$ cat src/port_ctrl_pkg.sv
// Overview of operation
// Each set edge flag raises control interrupt
// Data address access pulses latch strobe/enable
// Latch strobe decode works while port disabled
// Data access clears request, advances handshake
// Access 8 bits, 32 with full-word enable; code gives 32 only in compat and ECP forward modes
// Reset clears mode, returns pins to GPIO
// Reset busy bits to one, ack length ones
// Reset clears all conditions and masks
// Software sets GPIO enables before enabling port
// Registers writable while port is enabled
// Rise and fall conditions for four inputs
// Command and host reinit conditions are set
// Data request set when byte moves
// Writing one clears condition, zero keeps
// Separate control and data interrupt outputs
// Flag true only when condition and mask
// Reinit condition clears entering compatibility mode
// Serviced request moves data through latch
// Nibble mode uses interrupts, no auto requests
// Latch access tagged as DMA or processor
// Request, no DMA, mask set: data interrupt
// Request with DMA select: DMA request instead
// Control interrupt is OR of flags
// Clearing command flag releases ECP handshake
// Host inputs pass two flip-flops first
package port_ctrl_pkg;
    localparam logic [31:0] ADDR_CTRL   = 32'h8000_00A0;
    localparam logic [31:0] ADDR_COND   = 32'h8000_00A4;
    localparam logic [31:0] ADDR_MASK   = 32'h8000_00A8;
    localparam logic [31:0] ADDR_FLAGS  = 32'h8000_00AC;
    localparam logic [31:0] ADDR_DATA   = 32'h8000_00B0;
    localparam logic [31:0] COND_BITS   = 32'h0000_E0FF;
    localparam logic [31:0] FLAG_BITS   = 32'h0000_60FF;
    localparam logic [31:0] BYTE_BITS   = 32'h0000_00FF;
    localparam logic [31:0] ZERO_WORD   = 32'h0000_0000;
    localparam int          BIT_REINIT  = 13;
    localparam int          BIT_CMD     = 14;
    localparam int          BIT_DREQ    = 15;
    localparam logic [2:0]  MODE_OFF    = 3'h0;
    localparam logic [2:0]  MODE_COMPAT = 3'h1;
    localparam logic [2:0]  MODE_NIBBLE = 3'h2;
    localparam logic [2:0]  MODE_BYTE   = 3'h3;
    localparam logic [2:0]  MODE_ECPFWD = 3'h4;
    localparam logic [2:0]  MODE_ECPREV = 3'h5;
    localparam logic [1:0]  BC_LAST     = 2'h3;
    localparam logic [1:0]  RESP_OKAY   = 2'h0;
    localparam logic [1:0]  RESP_SLVERR = 2'h2;
    localparam logic [1:0]  RD_IDLE     = 2'h0;
    localparam logic [1:0]  RD_FETCH    = 2'h1;
    localparam logic [1:0]  RD_RESP     = 2'h2;

    typedef struct packed {
        logic       cmd_polarity;
        logic       dma_channel_select;
        logic       dma_select_bit;
        logic [3:0] acknowledge_pulse_length;
        logic       busy_override_bit;
        logic       soft_busy_bit;
        logic       full_word_enable;
        logic [2:0] port_protocol_select;
    } ctrl_t;

    localparam logic [12:0] CTRL_RESET = 13'h03F0;

    typedef enum logic [3:0] {
        HS_IDLE = 4'b0001,
        HS_REQ  = 4'b0010,
        HS_CMD  = 4'b0100,
        HS_ACK  = 4'b1000
    } hs_state_t;
endpackage

$ cat src/port_irq_data_ctrl.sv
`timescale 1ns/10ps
module port_irq_data_ctrl import port_ctrl_pkg::*; (
    input  wire logic        i_clk,
    input  wire logic        i_sys_rst,
    input  wire logic        i_awvalid,
    input  wire logic [31:0] i_awaddr,
    output logic             o_awready,
    input  wire logic        i_wvalid,
    input  wire logic [31:0] i_wdata,
    input  wire logic [3:0]  i_wstrb,
    output logic             o_wready,
    output logic             o_bvalid,
    output logic [1:0]       o_bresp,
    input  wire logic        i_bready,
    input  wire logic        i_arvalid,
    input  wire logic [31:0] i_araddr,
    output logic             o_arready,
    output logic             o_rvalid,
    output logic [31:0]      o_rdata,
    output logic [1:0]       o_rresp,
    input  wire logic        i_rready,
    input  wire logic        i_dma_access,
    input  wire logic        i_forward_strobe_in,
    input  wire logic        i_reverse_strobe_in,
    input  wire logic        i_active_select_in,
    input  wire logic        i_host_init_in,
    input  wire logic [31:0] i_latch_rdata,
    output logic             o_latch_write_strobe,
    output logic             o_latch_output_enable,
    output logic [31:0]      o_latch_wdata,
    output logic             o_latch_full_word,
    output logic             o_latch_dma_access,
    output logic             o_port_control_irq,
    output logic             o_port_data_irq,
    output logic [1:0]       o_dma_req,
    output logic             o_port_busy_out,
    output logic             o_port_ack_out,
    output logic             o_port_owns_pins
);
    ctrl_t       ctrl_ff;
    logic [31:0] cond_ff, mask_ff, nxt_cond, irq_flags, cond_set, cond_clr;
    logic [31:0] awaddr_ff, wdata_ff, raddr_ff, wd, ctrl_wr;
    logic [3:0]  sync1_ff, sync2_ff, prev_ff, rise, fall, wstrb_ff;
    logic [3:0]  ack_cnt_ff;
    logic [2:0]  prev_mode_ff;
    logic [1:0]  rd_stage_ff, bc_ff;
    logic        aw_got_ff, w_got_ff, aw_dma_ff, wr_do, rd_take;
    logic        data_access, mode_on, fwd_mode, rev_mode, word_mode;
    logic        trigger, hs_drq_set, hs_cmd_set, entering_compat;
    hs_state_t   hs_ff;

    function automatic logic [31:0] merge(input logic [31:0] old,
                                          input logic [31:0] data,
                                          input logic [3:0]  strb);
        logic [31:0] bm;
        bm = {{8{strb[3]}}, {8{strb[2]}}, {8{strb[1]}}, {8{strb[0]}}};
        merge = (old & ~bm) | (data & bm);
    endfunction

    assign mode_on   = ctrl_ff.port_protocol_select != MODE_OFF;
    assign fwd_mode  = ctrl_ff.port_protocol_select == MODE_COMPAT ||
                       ctrl_ff.port_protocol_select == MODE_ECPFWD;
    assign rev_mode  = ctrl_ff.port_protocol_select == MODE_BYTE ||
                       ctrl_ff.port_protocol_select == MODE_ECPREV;
    // Full-word transfers only make sense in the forward byte streams
    assign word_mode = ctrl_ff.full_word_enable && fwd_mode;
    assign wr_do     = aw_got_ff && w_got_ff && !o_bvalid;
    assign wd        = merge(ZERO_WORD, wdata_ff, wstrb_ff);
    assign ctrl_wr   = merge({19'h0_0000, ctrl_ff}, wdata_ff, wstrb_ff);
    assign rd_take   = o_arready && i_arvalid;
    // Decode ignores the mode so the latch stays reachable when disabled
    assign data_access = (wr_do && awaddr_ff == ADDR_DATA) ||
                         (rd_take && i_araddr == ADDR_DATA);

    // Host lines: two stages before any edge logic sees them
    always_ff @(posedge i_clk or posedge i_sys_rst) begin
        if (i_sys_rst) begin
            sync1_ff <= 4'h0;
            sync2_ff <= 4'h0;
            prev_ff  <= 4'h0;
        end else begin
            sync1_ff <= {i_host_init_in, i_active_select_in,
                         i_reverse_strobe_in, i_forward_strobe_in};
            sync2_ff <= sync1_ff;
            prev_ff  <= sync2_ff;
        end
    end
    assign rise = sync2_ff & ~prev_ff;
    assign fall = ~sync2_ff & prev_ff;

    // AXI write channel; address and data accepted in either order
    always_ff @(posedge i_clk or posedge i_sys_rst) begin
        if (i_sys_rst) begin
            o_awready <= 1'b1;
            o_wready  <= 1'b1;
            aw_got_ff <= 1'b0;
            w_got_ff  <= 1'b0;
            awaddr_ff <= ZERO_WORD;
            wdata_ff  <= ZERO_WORD;
            wstrb_ff  <= 4'h0;
            aw_dma_ff <= 1'b0;
            o_bvalid  <= 1'b0;
            o_bresp   <= RESP_OKAY;
        end else begin
            if (o_awready && i_awvalid) begin
                o_awready <= 1'b0;
                aw_got_ff <= 1'b1;
                awaddr_ff <= i_awaddr;
                aw_dma_ff <= i_dma_access;
            end
            if (o_wready && i_wvalid) begin
                o_wready <= 1'b0;
                w_got_ff <= 1'b1;
                wdata_ff <= i_wdata;
                wstrb_ff <= i_wstrb;
            end
            if (wr_do) begin
                aw_got_ff <= 1'b0;
                w_got_ff  <= 1'b0;
                o_bvalid  <= 1'b1;
                o_bresp   <= (awaddr_ff == ADDR_CTRL ||
                              awaddr_ff == ADDR_COND ||
                              awaddr_ff == ADDR_MASK ||
                              awaddr_ff == ADDR_FLAGS ||
                              awaddr_ff == ADDR_DATA) ? RESP_OKAY
                                                      : RESP_SLVERR;
            end
            if (o_bvalid && i_bready) begin
                o_bvalid  <= 1'b0;
                o_awready <= 1'b1;
                o_wready  <= 1'b1;
            end
        end
    end

    // AXI read: take, then one cycle for the external latch, then answer
    always_ff @(posedge i_clk or posedge i_sys_rst) begin
        if (i_sys_rst) begin
            o_arready   <= 1'b1;
            o_rvalid    <= 1'b0;
            o_rdata     <= ZERO_WORD;
            o_rresp     <= RESP_OKAY;
            raddr_ff    <= ZERO_WORD;
            rd_stage_ff <= RD_IDLE;
        end else begin
            if (rd_take) begin
                o_arready   <= 1'b0;
                raddr_ff    <= i_araddr;
                rd_stage_ff <= RD_FETCH;
            end else if (rd_stage_ff == RD_FETCH) begin
                rd_stage_ff <= RD_RESP;
                o_rvalid    <= 1'b1;
                o_rresp     <= RESP_OKAY;
                case (raddr_ff)
                    ADDR_CTRL:  o_rdata <= {19'h0_0000, ctrl_ff};
                    ADDR_COND:  o_rdata <= cond_ff;
                    ADDR_MASK:  o_rdata <= mask_ff;
                    ADDR_FLAGS: o_rdata <= irq_flags;
                    ADDR_DATA:  o_rdata <= word_mode ? i_latch_rdata
                                    : (i_latch_rdata & BYTE_BITS);
                    default: begin
                        o_rdata <= ZERO_WORD;
                        o_rresp <= RESP_SLVERR;
                    end
                endcase
            end else if (o_rvalid && i_rready) begin
                o_rvalid    <= 1'b0;
                o_arready   <= 1'b1;
                rd_stage_ff <= RD_IDLE;
            end
        end
    end

    // External latch strobes, one cycle each
    always_ff @(posedge i_clk or posedge i_sys_rst) begin
        if (i_sys_rst) begin
            o_latch_write_strobe  <= 1'b0;
            o_latch_output_enable <= 1'b0;
            o_latch_wdata         <= ZERO_WORD;
            o_latch_full_word     <= 1'b0;
            o_latch_dma_access    <= 1'b0;
        end else begin
            o_latch_write_strobe  <= wr_do && awaddr_ff == ADDR_DATA;
            o_latch_output_enable <= rd_take && i_araddr == ADDR_DATA;
            o_latch_full_word     <= word_mode;
            if (wr_do && awaddr_ff == ADDR_DATA) begin
                o_latch_wdata      <= word_mode ? wd : (wd & BYTE_BITS);
                o_latch_dma_access <= aw_dma_ff;
            end else if (rd_take && i_araddr == ADDR_DATA) begin
                o_latch_dma_access <= i_dma_access;
            end
        end
    end

    // Control and mask; writable at any time, enabled or not
    always_ff @(posedge i_clk or posedge i_sys_rst) begin
        if (i_sys_rst) begin
            ctrl_ff      <= ctrl_t'(CTRL_RESET);
            mask_ff      <= ZERO_WORD;
            prev_mode_ff <= MODE_OFF;
        end else begin
            prev_mode_ff <= ctrl_ff.port_protocol_select;
            if (wr_do && awaddr_ff == ADDR_CTRL) begin
                ctrl_ff <= ctrl_t'(ctrl_wr[12:0]);
            end
            if (wr_do && awaddr_ff == ADDR_MASK) begin
                mask_ff <= merge(mask_ff, wdata_ff, wstrb_ff) & COND_BITS;
            end
        end
    end

    assign entering_compat = ctrl_ff.port_protocol_select == MODE_COMPAT &&
                             prev_mode_ff != MODE_COMPAT;

    always_comb begin
        cond_set = ZERO_WORD;
        for (int i = 0; i < 4; i++) begin
            cond_set[2*i]   = rise[i] && mode_on;
            cond_set[2*i+1] = fall[i] && mode_on;
        end
        cond_set[BIT_REINIT] = rise[3] && mode_on &&
            ctrl_ff.port_protocol_select != MODE_COMPAT;
        cond_set[BIT_CMD]    = hs_cmd_set;
        cond_set[BIT_DREQ]   = hs_drq_set;
        cond_clr = ZERO_WORD;
        if (wr_do && awaddr_ff == ADDR_COND) begin
            cond_clr = wd & COND_BITS;
        end else if (wr_do && awaddr_ff == ADDR_FLAGS) begin
            cond_clr = wd & FLAG_BITS;
        end
        if (entering_compat) begin
            cond_clr[BIT_REINIT] = 1'b1;
        end
        if (data_access &&
            ctrl_ff.port_protocol_select != MODE_NIBBLE) begin
            cond_clr[BIT_DREQ] = 1'b1;
        end
        // A new event in the clearing cycle survives the clear
        nxt_cond = ((cond_ff & ~cond_clr) | cond_set) & COND_BITS;
    end

    assign irq_flags = mode_on ? (cond_ff & mask_ff & FLAG_BITS)
                               : ZERO_WORD;

    always_ff @(posedge i_clk or posedge i_sys_rst) begin
        if (i_sys_rst) begin
            cond_ff            <= ZERO_WORD;
            o_port_control_irq <= 1'b0;
            o_port_data_irq    <= 1'b0;
            o_dma_req          <= 2'h0;
            o_port_owns_pins   <= 1'b0;
        end else begin
            cond_ff            <= nxt_cond;
            o_port_control_irq <= |irq_flags;
            o_port_data_irq    <= cond_ff[BIT_DREQ] && mode_on &&
                                  !ctrl_ff.dma_select_bit &&
                                  mask_ff[BIT_DREQ];
            o_dma_req          <= 2'h0;
            if (cond_ff[BIT_DREQ] && mode_on && ctrl_ff.dma_select_bit &&
                ctrl_ff.port_protocol_select != MODE_NIBBLE) begin
                o_dma_req[ctrl_ff.dma_channel_select] <= 1'b1;
            end
            o_port_owns_pins   <= mode_on;
        end
    end

    // Handshake: forward modes wait on the host strobe, reverse modes on
    // the host request; nibble mode never requests on its own
    assign trigger = (fwd_mode && rise[0]) || (rev_mode && rise[1]);
    assign hs_cmd_set = hs_ff == HS_IDLE && trigger &&
        ctrl_ff.port_protocol_select == MODE_ECPFWD &&
        sync2_ff[1] == ctrl_ff.cmd_polarity;
    assign hs_drq_set = hs_ff == HS_IDLE && trigger && !hs_cmd_set &&
        !(word_mode && bc_ff != BC_LAST);

    always_ff @(posedge i_clk or posedge i_sys_rst) begin
        if (i_sys_rst) begin
            hs_ff      <= HS_IDLE;
            bc_ff      <= 2'h0;
            ack_cnt_ff <= 4'h0;
        end else if (!mode_on || !word_mode && bc_ff != 2'h0) begin
            hs_ff <= mode_on ? hs_ff : HS_IDLE;
            bc_ff <= 2'h0;
        end else begin
            case (hs_ff)
                HS_IDLE: begin
                    if (hs_cmd_set) begin
                        hs_ff <= HS_CMD;
                    end else if (hs_drq_set) begin
                        hs_ff <= HS_REQ;
                        bc_ff <= 2'h0;
                    end else if (trigger) begin
                        // Intermediate bytes of a word are acked at once
                        hs_ff      <= HS_ACK;
                        bc_ff      <= bc_ff + 2'h1;
                        ack_cnt_ff <= ctrl_ff.acknowledge_pulse_length;
                    end
                end
                HS_REQ: begin
                    if (data_access) begin
                        hs_ff      <= HS_ACK;
                        ack_cnt_ff <= ctrl_ff.acknowledge_pulse_length;
                    end
                end
                HS_CMD: begin
                    if (!cond_ff[BIT_CMD]) begin
                        hs_ff      <= HS_ACK;
                        ack_cnt_ff <= ctrl_ff.acknowledge_pulse_length;
                    end
                end
                HS_ACK: begin
                    if (ack_cnt_ff == 4'h0) begin
                        hs_ff <= HS_IDLE;
                    end else begin
                        ack_cnt_ff <= ack_cnt_ff - 4'h1;
                    end
                end
                default: hs_ff <= HS_IDLE;
            endcase
        end
    end

    always_ff @(posedge i_clk or posedge i_sys_rst) begin
        if (i_sys_rst) begin
            o_port_busy_out <= 1'b0;
            o_port_ack_out  <= 1'b0;
        end else begin
            o_port_busy_out <= ctrl_ff.busy_override_bit ?
                               !ctrl_ff.soft_busy_bit : hs_ff == HS_IDLE;
            o_port_ack_out  <= hs_ff == HS_ACK;
        end
    end
endmodule

$ cat config.mk
export PLATFORM = sky130hd
export DESIGN_NAME = port_irq_data_ctrl
export DESIGN_NICKNAME = d
export VERILOG_FILES = /design/src/port_ctrl_pkg.sv /design/src/port_irq_data_ctrl.sv
export SDC_FILE = /design/constraint.sdc
export NUM_CORES = 1
export LEC_CHECK = 0
export ABC_AREA = 1
export BUFFER_PORTS_ARGS = -buffer_cell sky130_fd_sc_hd__buf_2
export CORE_AREA = 4 4 139 174
export CTS_CLUSTER_SIZE = 25
export DETAILED_ROUTE_END_ITERATION = 16
export DIE_AREA = 0 0 143 178
export PLACE_DENSITY = 0.75
export SKIP_CTS_REPAIR_TIMING = 1
export SLEW_MARGIN = 30
export SYNTH_ARGS = -nofsm -noshare
export SYNTH_HDL_FRONTEND = slang
export SYNTH_SLANG_ARGS = --single-unit
$ cat constraint.sdc
create_clock -name i_clk -period 7.8 [get_ports i_clk]
set_clock_uncertainty 0.15 [all_clocks]
set_input_delay 0 -clock i_clk [delete_from_list [all_inputs] [get_ports i_clk]]
set_output_delay 0 -clock i_clk [all_outputs]
set_load 0.05 [all_outputs]
* After elaboration in Yosys (flattened, before gate mapping) *
Index checks and enable logic that the tools add are counted.

storage, ports and cells
  bits in registers = 249
  bits of input ports = 144
  logic and storage cells = 236

cells by class
  $add $sub $neg = 2
  magnitude comparators = 2
  equality and inequality tests = 38
  muxes and demuxes = 55
  bitwise logic cells = 16
  reductions and logical operators = 79

operators with widths
  cell                                          number
  equality test 32 bit, second input constant   11
  case mux 32 bit (5 select lines)              1
  2-to-1 mux 32 bit                             2
  2-to-1 mux 4 bit                              14
  logical AND 1 bit                             40
  bitwise AND 16 bit                            2
  bitwise AND 32 bit                            1
  inverter 16 bit                               2
  bitwise OR 16 bit                             2
  case mux 4 bit (4 select lines)               2
  OR reduction 32 bit                           1
  2-to-1 mux 15 bit                             2
  2-to-1 mux 2 bit                              11
  2-to-1 mux 1 bit                              21
  nonzero test 2 bit                            10
  inequality test 2 bit, second input constant  9
  2-to-1 mux 16 bit                             1
  bitwise AND 15 bit                            1
  bitwise AND 13 bit                            1
  bitwise OR 13 bit                             1
  logical OR 1 bit                              9
  inequality test 3 bit, second input constant  3
  nonzero test 3 bit                            3
  bitwise AND 4 bit                             2
  other kinds (28)                              40

* Longest topological paths before layout *
  depth after elaboration = 14
  depth in mapped cells = 13

* Worst setup path after synthesis *
Ideal clock, no wire load.

  path kind = register to register
  from = register o_arready
  to = register ack_cnt_ff[2]
  arrival = 1,700 ps
  data required time = 7,533 ps
  slack = 5,833 ps
  stages on the path, launching flop included = 12
  buffers on the path = 0
  cells stage by stage = dfstp_2 -> nand2_1 -> inv_2 -> nand3_1 -> nor2_1 -> nand3_1 -> nand3_1 -> nand2_1 -> clkinv_1 -> nand2_4 -> nand2_1 -> nand2_1

between the ends
  word-level cells in the longest chain between the ends = 5

RTL lines
  what                             RTL line                   source
  start: declaration               port_irq_data_ctrl.sv:17   output logic o_arready,
  start signal: assignment         port_irq_data_ctrl.sv:139  o_arready <= 1'b1;
  start signal: assignment         port_irq_data_ctrl.sv:147  o_arready <= 1'b0;
  start signal: assignment         port_irq_data_ctrl.sv:168  o_arready <= 1'b1;
  logical AND 1 bit                port_irq_data_ctrl.sv:70   assign rd_take = o_arready && i_arvalid;
  logical AND 1 bit                port_irq_data_ctrl.sv:73   (rd_take && i_araddr == ADDR_DATA);
  logical OR 1 bit                 port_irq_data_ctrl.sv:72   assign data_access = (wr_do && awaddr_ff == ADDR_DATA) ||
  inequality test 2 bit (no line)  n/a
  AND reduction 8 bit (no line)    n/a
  end signal: assignment           port_irq_data_ctrl.sv:296  ack_cnt_ff <= ctrl_ff.acknowledge_pulse_length;
  end signal: assignment           port_irq_data_ctrl.sv:302  ack_cnt_ff <= ctrl_ff.acknowledge_pulse_length;
  end signal: assignment           port_irq_data_ctrl.sv:308  ack_cnt_ff <= ctrl_ff.acknowledge_pulse_length;
  end: declaration                 port_irq_data_ctrl.sv:44   logic [3:0] ack_cnt_ff;

No other way between the ends.
A chain may end at the register's enable or synchronous reset.

* Worst setup path in the final report *
  from = register o_wready
  to = register wdata_ff[19]

between the ends
  word-level cells in the longest chain between the ends = 1

RTL lines
  what                      RTL line                   source
  start: declaration        port_irq_data_ctrl.sv:11   output logic o_wready,
  start signal: assignment  port_irq_data_ctrl.sv:95   o_wready <= 1'b1;
  start signal: assignment  port_irq_data_ctrl.sv:112  o_wready <= 1'b0;
  start signal: assignment  port_irq_data_ctrl.sv:131  o_wready <= 1'b1;
  logical AND 1 bit         port_irq_data_ctrl.sv:111  if (o_wready && i_wvalid) begin
  end signal: assignment    port_irq_data_ctrl.sv:114  wdata_ff <= i_wdata;
  end: declaration          port_irq_data_ctrl.sv:42   logic [31:0] awaddr_ff, wdata_ff, raddr_ff, wd, ctrl_wr;

No other way between the ends.

==> impl_metrics.json <==
{
  "clock-sinks": 247,
  "fin_nets": 1858,
  "worst_setup_path_end_kind": "flop",
  "critPathKind": "reg -> reg",
  "vdd_drop_max_mv": 0.2038,
  "setup_violations": 0,
  "timing_hold_violations_final": 0,
  "seqPwrFrac_pct": 47.5,
  "ant_nets": 0,
  "slew-limit-headroom_pct": 45.91,
  "clock-root-buffer": "sky130_fd_sc_hd__clkbuf_16",
  "total_negative_setup_slack_ns": 0,
  "leading_cell_types_by_total_area_after_synthesis": "sky130_fd_sc_hd__dfrtp_1 54%, sky130_fd_sc_hd__nand2_1 16%, sky130_fd_sc_hd__o21ai_0 4.5%, sky130_fd_sc_hd__nand3_1 4.4%, sky130_fd_sc_hd__inv_1 3.5%",
  "cts_tree": "done",
  "detail_route.vias_per_cell": 5.057,
  "drv.max_cap_violation_count": 0,
  "clk-insertion-delay-late_ns": 0.53,
  "postSynth.topFlopCell": "sky130_fd_sc_hd__dfrtp_1",
  "total_placed_instance_area_mm2": 0.01237,
  "outcome": "finished clean",
  "post-route-util_pct": 66.31,
  "fmax_ghz": 0.4098,
  "total_switching_power_uw": 940.3,
  "post-route-cell-area_mm2": 0.01483,
  "hp-class": "in -> async",
  "pin_count_of_the_biggest_net_entering_global_routing": 118,
  "syn-mean-instance-area_um2": 8.293,
  "register_area_mm2": 0.006193,
  "grt_first_pass_wirelength_um": 44160,
  "worstRegToRegCells": 7,
  "synth_commonest_cells": "480 x sky130_fd_sc_hd__nand2_1, 237 x sky130_fd_sc_hd__dfrtp_1, 103 x sky130_fd_sc_hd__inv_1",
  "routed_wire_length_per_instance_um": 15.40,
  "synth_enable_flop_cells": 0,
  "detail_route.drc_violations": 0,
  "std_cell_rows": 61,
  "final.period_utilization_pct": 31.28,
  "timing.critical_path.arrival_ns": 2.70,
  "fin_crit_ns": 2.440,
  "effective_utilization_at_floorplan_pct": 49.54,
  "htree_levels": 1,
  "syn_inst": 1336,
  "synth.largest_area_cell": "sky130_fd_sc_hd__dfrtp_1",
  "wl_met1_um": 12840,
  "unrepaired_setup_endpoints_after_global_routing": "no",
  "power.density_mw_per_mm2": 223.4,
  "core_area_mm2": 0.02236,
  "drt_pass1_iterations": 5,
  "place.detailed.hpwl_um": 19800,
  "initial_antenna_violation_count": 1,
  "yosys.cell_count.top_type": "sky130_fd_sc_hd__nand2_1",
  "cp_launch_type": "flop",
  "cell_internal_pwr_mw": 2.372,
  "routed_wirelength_um": 31030,
  "ffs_latches_synth": 247,
  "placement.io_buffers": 225,
  "post_route_cells_drive_above_1_share_pct": 19.08,
  "power.share.clock_pct": 34.9,
  "cp.required_ns": 8.06,
  "switching_share_pct": 28.39,
  "chipWidth_um": 143,
  "finalMaxSlewViolations": 0,
  "multiInputGateArea_mm2": 0.004193,
  "vias": 10190,
  "cp_max_fo": 37,
  "topRoutingLayerUsed": "met4",
  "power_frac_comb_pct": 17.6,
  "met2RoutedLength_um": 15020,
  "netlist.area_leader.share_pct": 53.53,
  "flow.area_growth_from_synthesis_pct": 33.83,
  "inserted_clock_buffers": 25,
  "place.gp.congestion": 0.8814,
  "cts.clk_slew.worst_paths_ns": 0.07,
  "yosysSeqAreaShare_pct": 55.90,
  "fillCellCount": 1782,
  "io-pin-count": 228,
  "asyncSetResetFlopFracSynth_pct": 100.0,
  "p_leak_nw": 7.581,
  "fp.dieH_um": 178,
  "cts_max_path_buffers": 3,
  "synth-warning-count": 0,
  "die_area_mm2": 0.02545,
  "netlist_cell_types": 42,
  "syn_area_mm2": 0.01108,
  "tightestPinTransition_ns": 0.8113,
  "grt_usage_pct": 21.26,
  "met3RoutedLength_um": 2330,
  "grt_remaining_overflow": 0,
  "drt_iter0_markers": 789,
  "first_global_vias": 9025
}
flip-flops by register name, summed over array words and instances, names as in the netlist, 2 cells and up, named ones only:
register	cells
o_dma_req	2
cond_ff	11
sync1_ff	4
prev_mode_ff	3
prev_ff	4
o_rdata	32
rd_stage_ff	2
wdata_ff	32
sync2_ff	4
awaddr_ff	32
o_latch_wdata	32
ack_cnt_ff	4
bc_ff	2
hs_ff	4
raddr_ff	32
wstrb_ff	4
metal layers:
metal / vias up / GRT usage (%)
met5: - / 0
met4: 0 / 5.943
met3: 66 / 4.425
met2: 412 / 34.80
met1: 4694 / 28.88
li1: 5017 / -
critical path, cell delays in order (launching register included):
cell and delay, ns:
sky130_fd_sc_hd__dfstp_2 0.38, sky130_fd_sc_hd__nand2_1 0.06, sky130_fd_sc_hd__buf_4 0.24, sky130_fd_sc_hd__clkinv_1 0.36, sky130_fd_sc_hd__buf_4 0.38, sky130_fd_sc_hd__nand2_1 0.12, sky130_fd_sc_hd__nand2_1 0.06, sky130_fd_sc_hd__dlygate4sd3_1 0.57
cells in the final DEF, fill, tap and decap left out, types with 2 or more instances in the layout:
master                          count
sky130_fd_sc_hd__nand2_1          480
sky130_fd_sc_hd__dfrtp_1          237
sky130_fd_sc_hd__buf_2            225
sky130_fd_sc_hd__dlygate4sd3_1    166
sky130_fd_sc_hd__inv_1            102
sky130_fd_sc_hd__o21ai_0           99
sky130_fd_sc_hd__nand3_1           97
sky130_fd_sc_hd__nor2_1            87
sky130_fd_sc_hd__o21ai_1           65
sky130_fd_sc_hd__clkbuf_16         25
sky130_fd_sc_hd__nand4_1           12
sky130_fd_sc_hd__inv_2             11
sky130_fd_sc_hd__nor3_1            11
sky130_fd_sc_hd__dfstp_2           10
sky130_fd_sc_hd__clkbuf_1          10
sky130_fd_sc_hd__nand3_2            7
sky130_fd_sc_hd__clkbuf_8           7
sky130_fd_sc_hd__nor2_2             6
sky130_fd_sc_hd__o31ai_1            6
sky130_fd_sc_hd__buf_4              6
sky130_fd_sc_hd__nand2_2            5
sky130_fd_sc_hd__nand2_4            5
sky130_fd_sc_hd__nor4_1             5
sky130_fd_sc_hd__clkinv_1           4
sky130_fd_sc_hd__clkinv_2           4
sky130_fd_sc_hd__nor3_4             3
sky130_fd_sc_hd__nand3b_1           3
sky130_fd_sc_hd__and2_1             3
sky130_fd_sc_hd__a21oi_1            3
sky130_fd_sc_hd__ha_1               3
sky130_fd_sc_hd__diode_2            2
sky130_fd_sc_hd__nand4_2            2
sky130_fd_sc_hd__nor2_8             2
sky130_fd_sc_hd__or2_2              2
sky130_fd_sc_hd__o22ai_1            2
sky130_fd_sc_hd__conb_1             2
cells by family (layout without fill, tap and decap cells):
family                     count (synthesis)  count (layout)  share of synthesized area, %
adders and majority gates                  3               3                        0.3388
AOI/OAI and AO/OA                        179             179                         8.413
other                                      1               4                       0.03385
and+or+nand+nor                          736             736                         28.91
buffers and inverters                    170             563                         6.403
DFF                                      247             247                         55.90
stage by stage:
| step | power, mW | setup slack, ns | std cells | hold slack, ns |
|---|---|---|---|---|
| final | 3.312 | 5.360 | 2015 | 0.04547 |
| after global routing | 3.486 | 5.145 | 2014 | 0.05976 |
| after CTS | 3.183 | 5.219 | 1847 | -0.5951 |
| after detailed placement | 2.030 | 5.186 | 1801 | -0.03706 |
| after global placement | 2.012 | 5.280 | 1801 | -0.03842 |
| after floorplan | 1.885 | 0.8800 | 1337 | -0.1186 |
area by class of cell:
cell class	count	area share [%]
clock buffers	42	5.122
repair buffers	398	19.18
multi-input cells	920	28.28
clock inverters	4	0.1603
diodes	2	0.03375
flip-flops and latches	247	41.77
well taps	283	2.388
inverters	119	3.071
final timing paths:
kind                        startpoint            end  slack [ns]
min in group i_clk         i_awaddr[8]   awaddr_ff[8]        0.06
setup reg to reg              o_wready   wdata_ff[19]        5.36
hold reg to reg            sync1_ff[1]    sync2_ff[1]        0.20
setup / recovery              o_wready   wdata_ff[19]        5.36
hold / removal               i_sys_rst  awaddr_ff[23]        0.05
max in group asynchronous    i_sys_rst    o_rdata[31]        6.23
power groups by stage:
stage	logic (mW)	clock network [mW]	registers, mW
final	0.584	1.15	1.57
after global routing	0.663	1.23	1.59
after CTS	0.447	1.17	1.57
after detailed placement	0.443	0	1.59
after global placement	0.432	0	1.58
after floorplan	0.308	0	1.58
(Power assumes the default switching activity.)
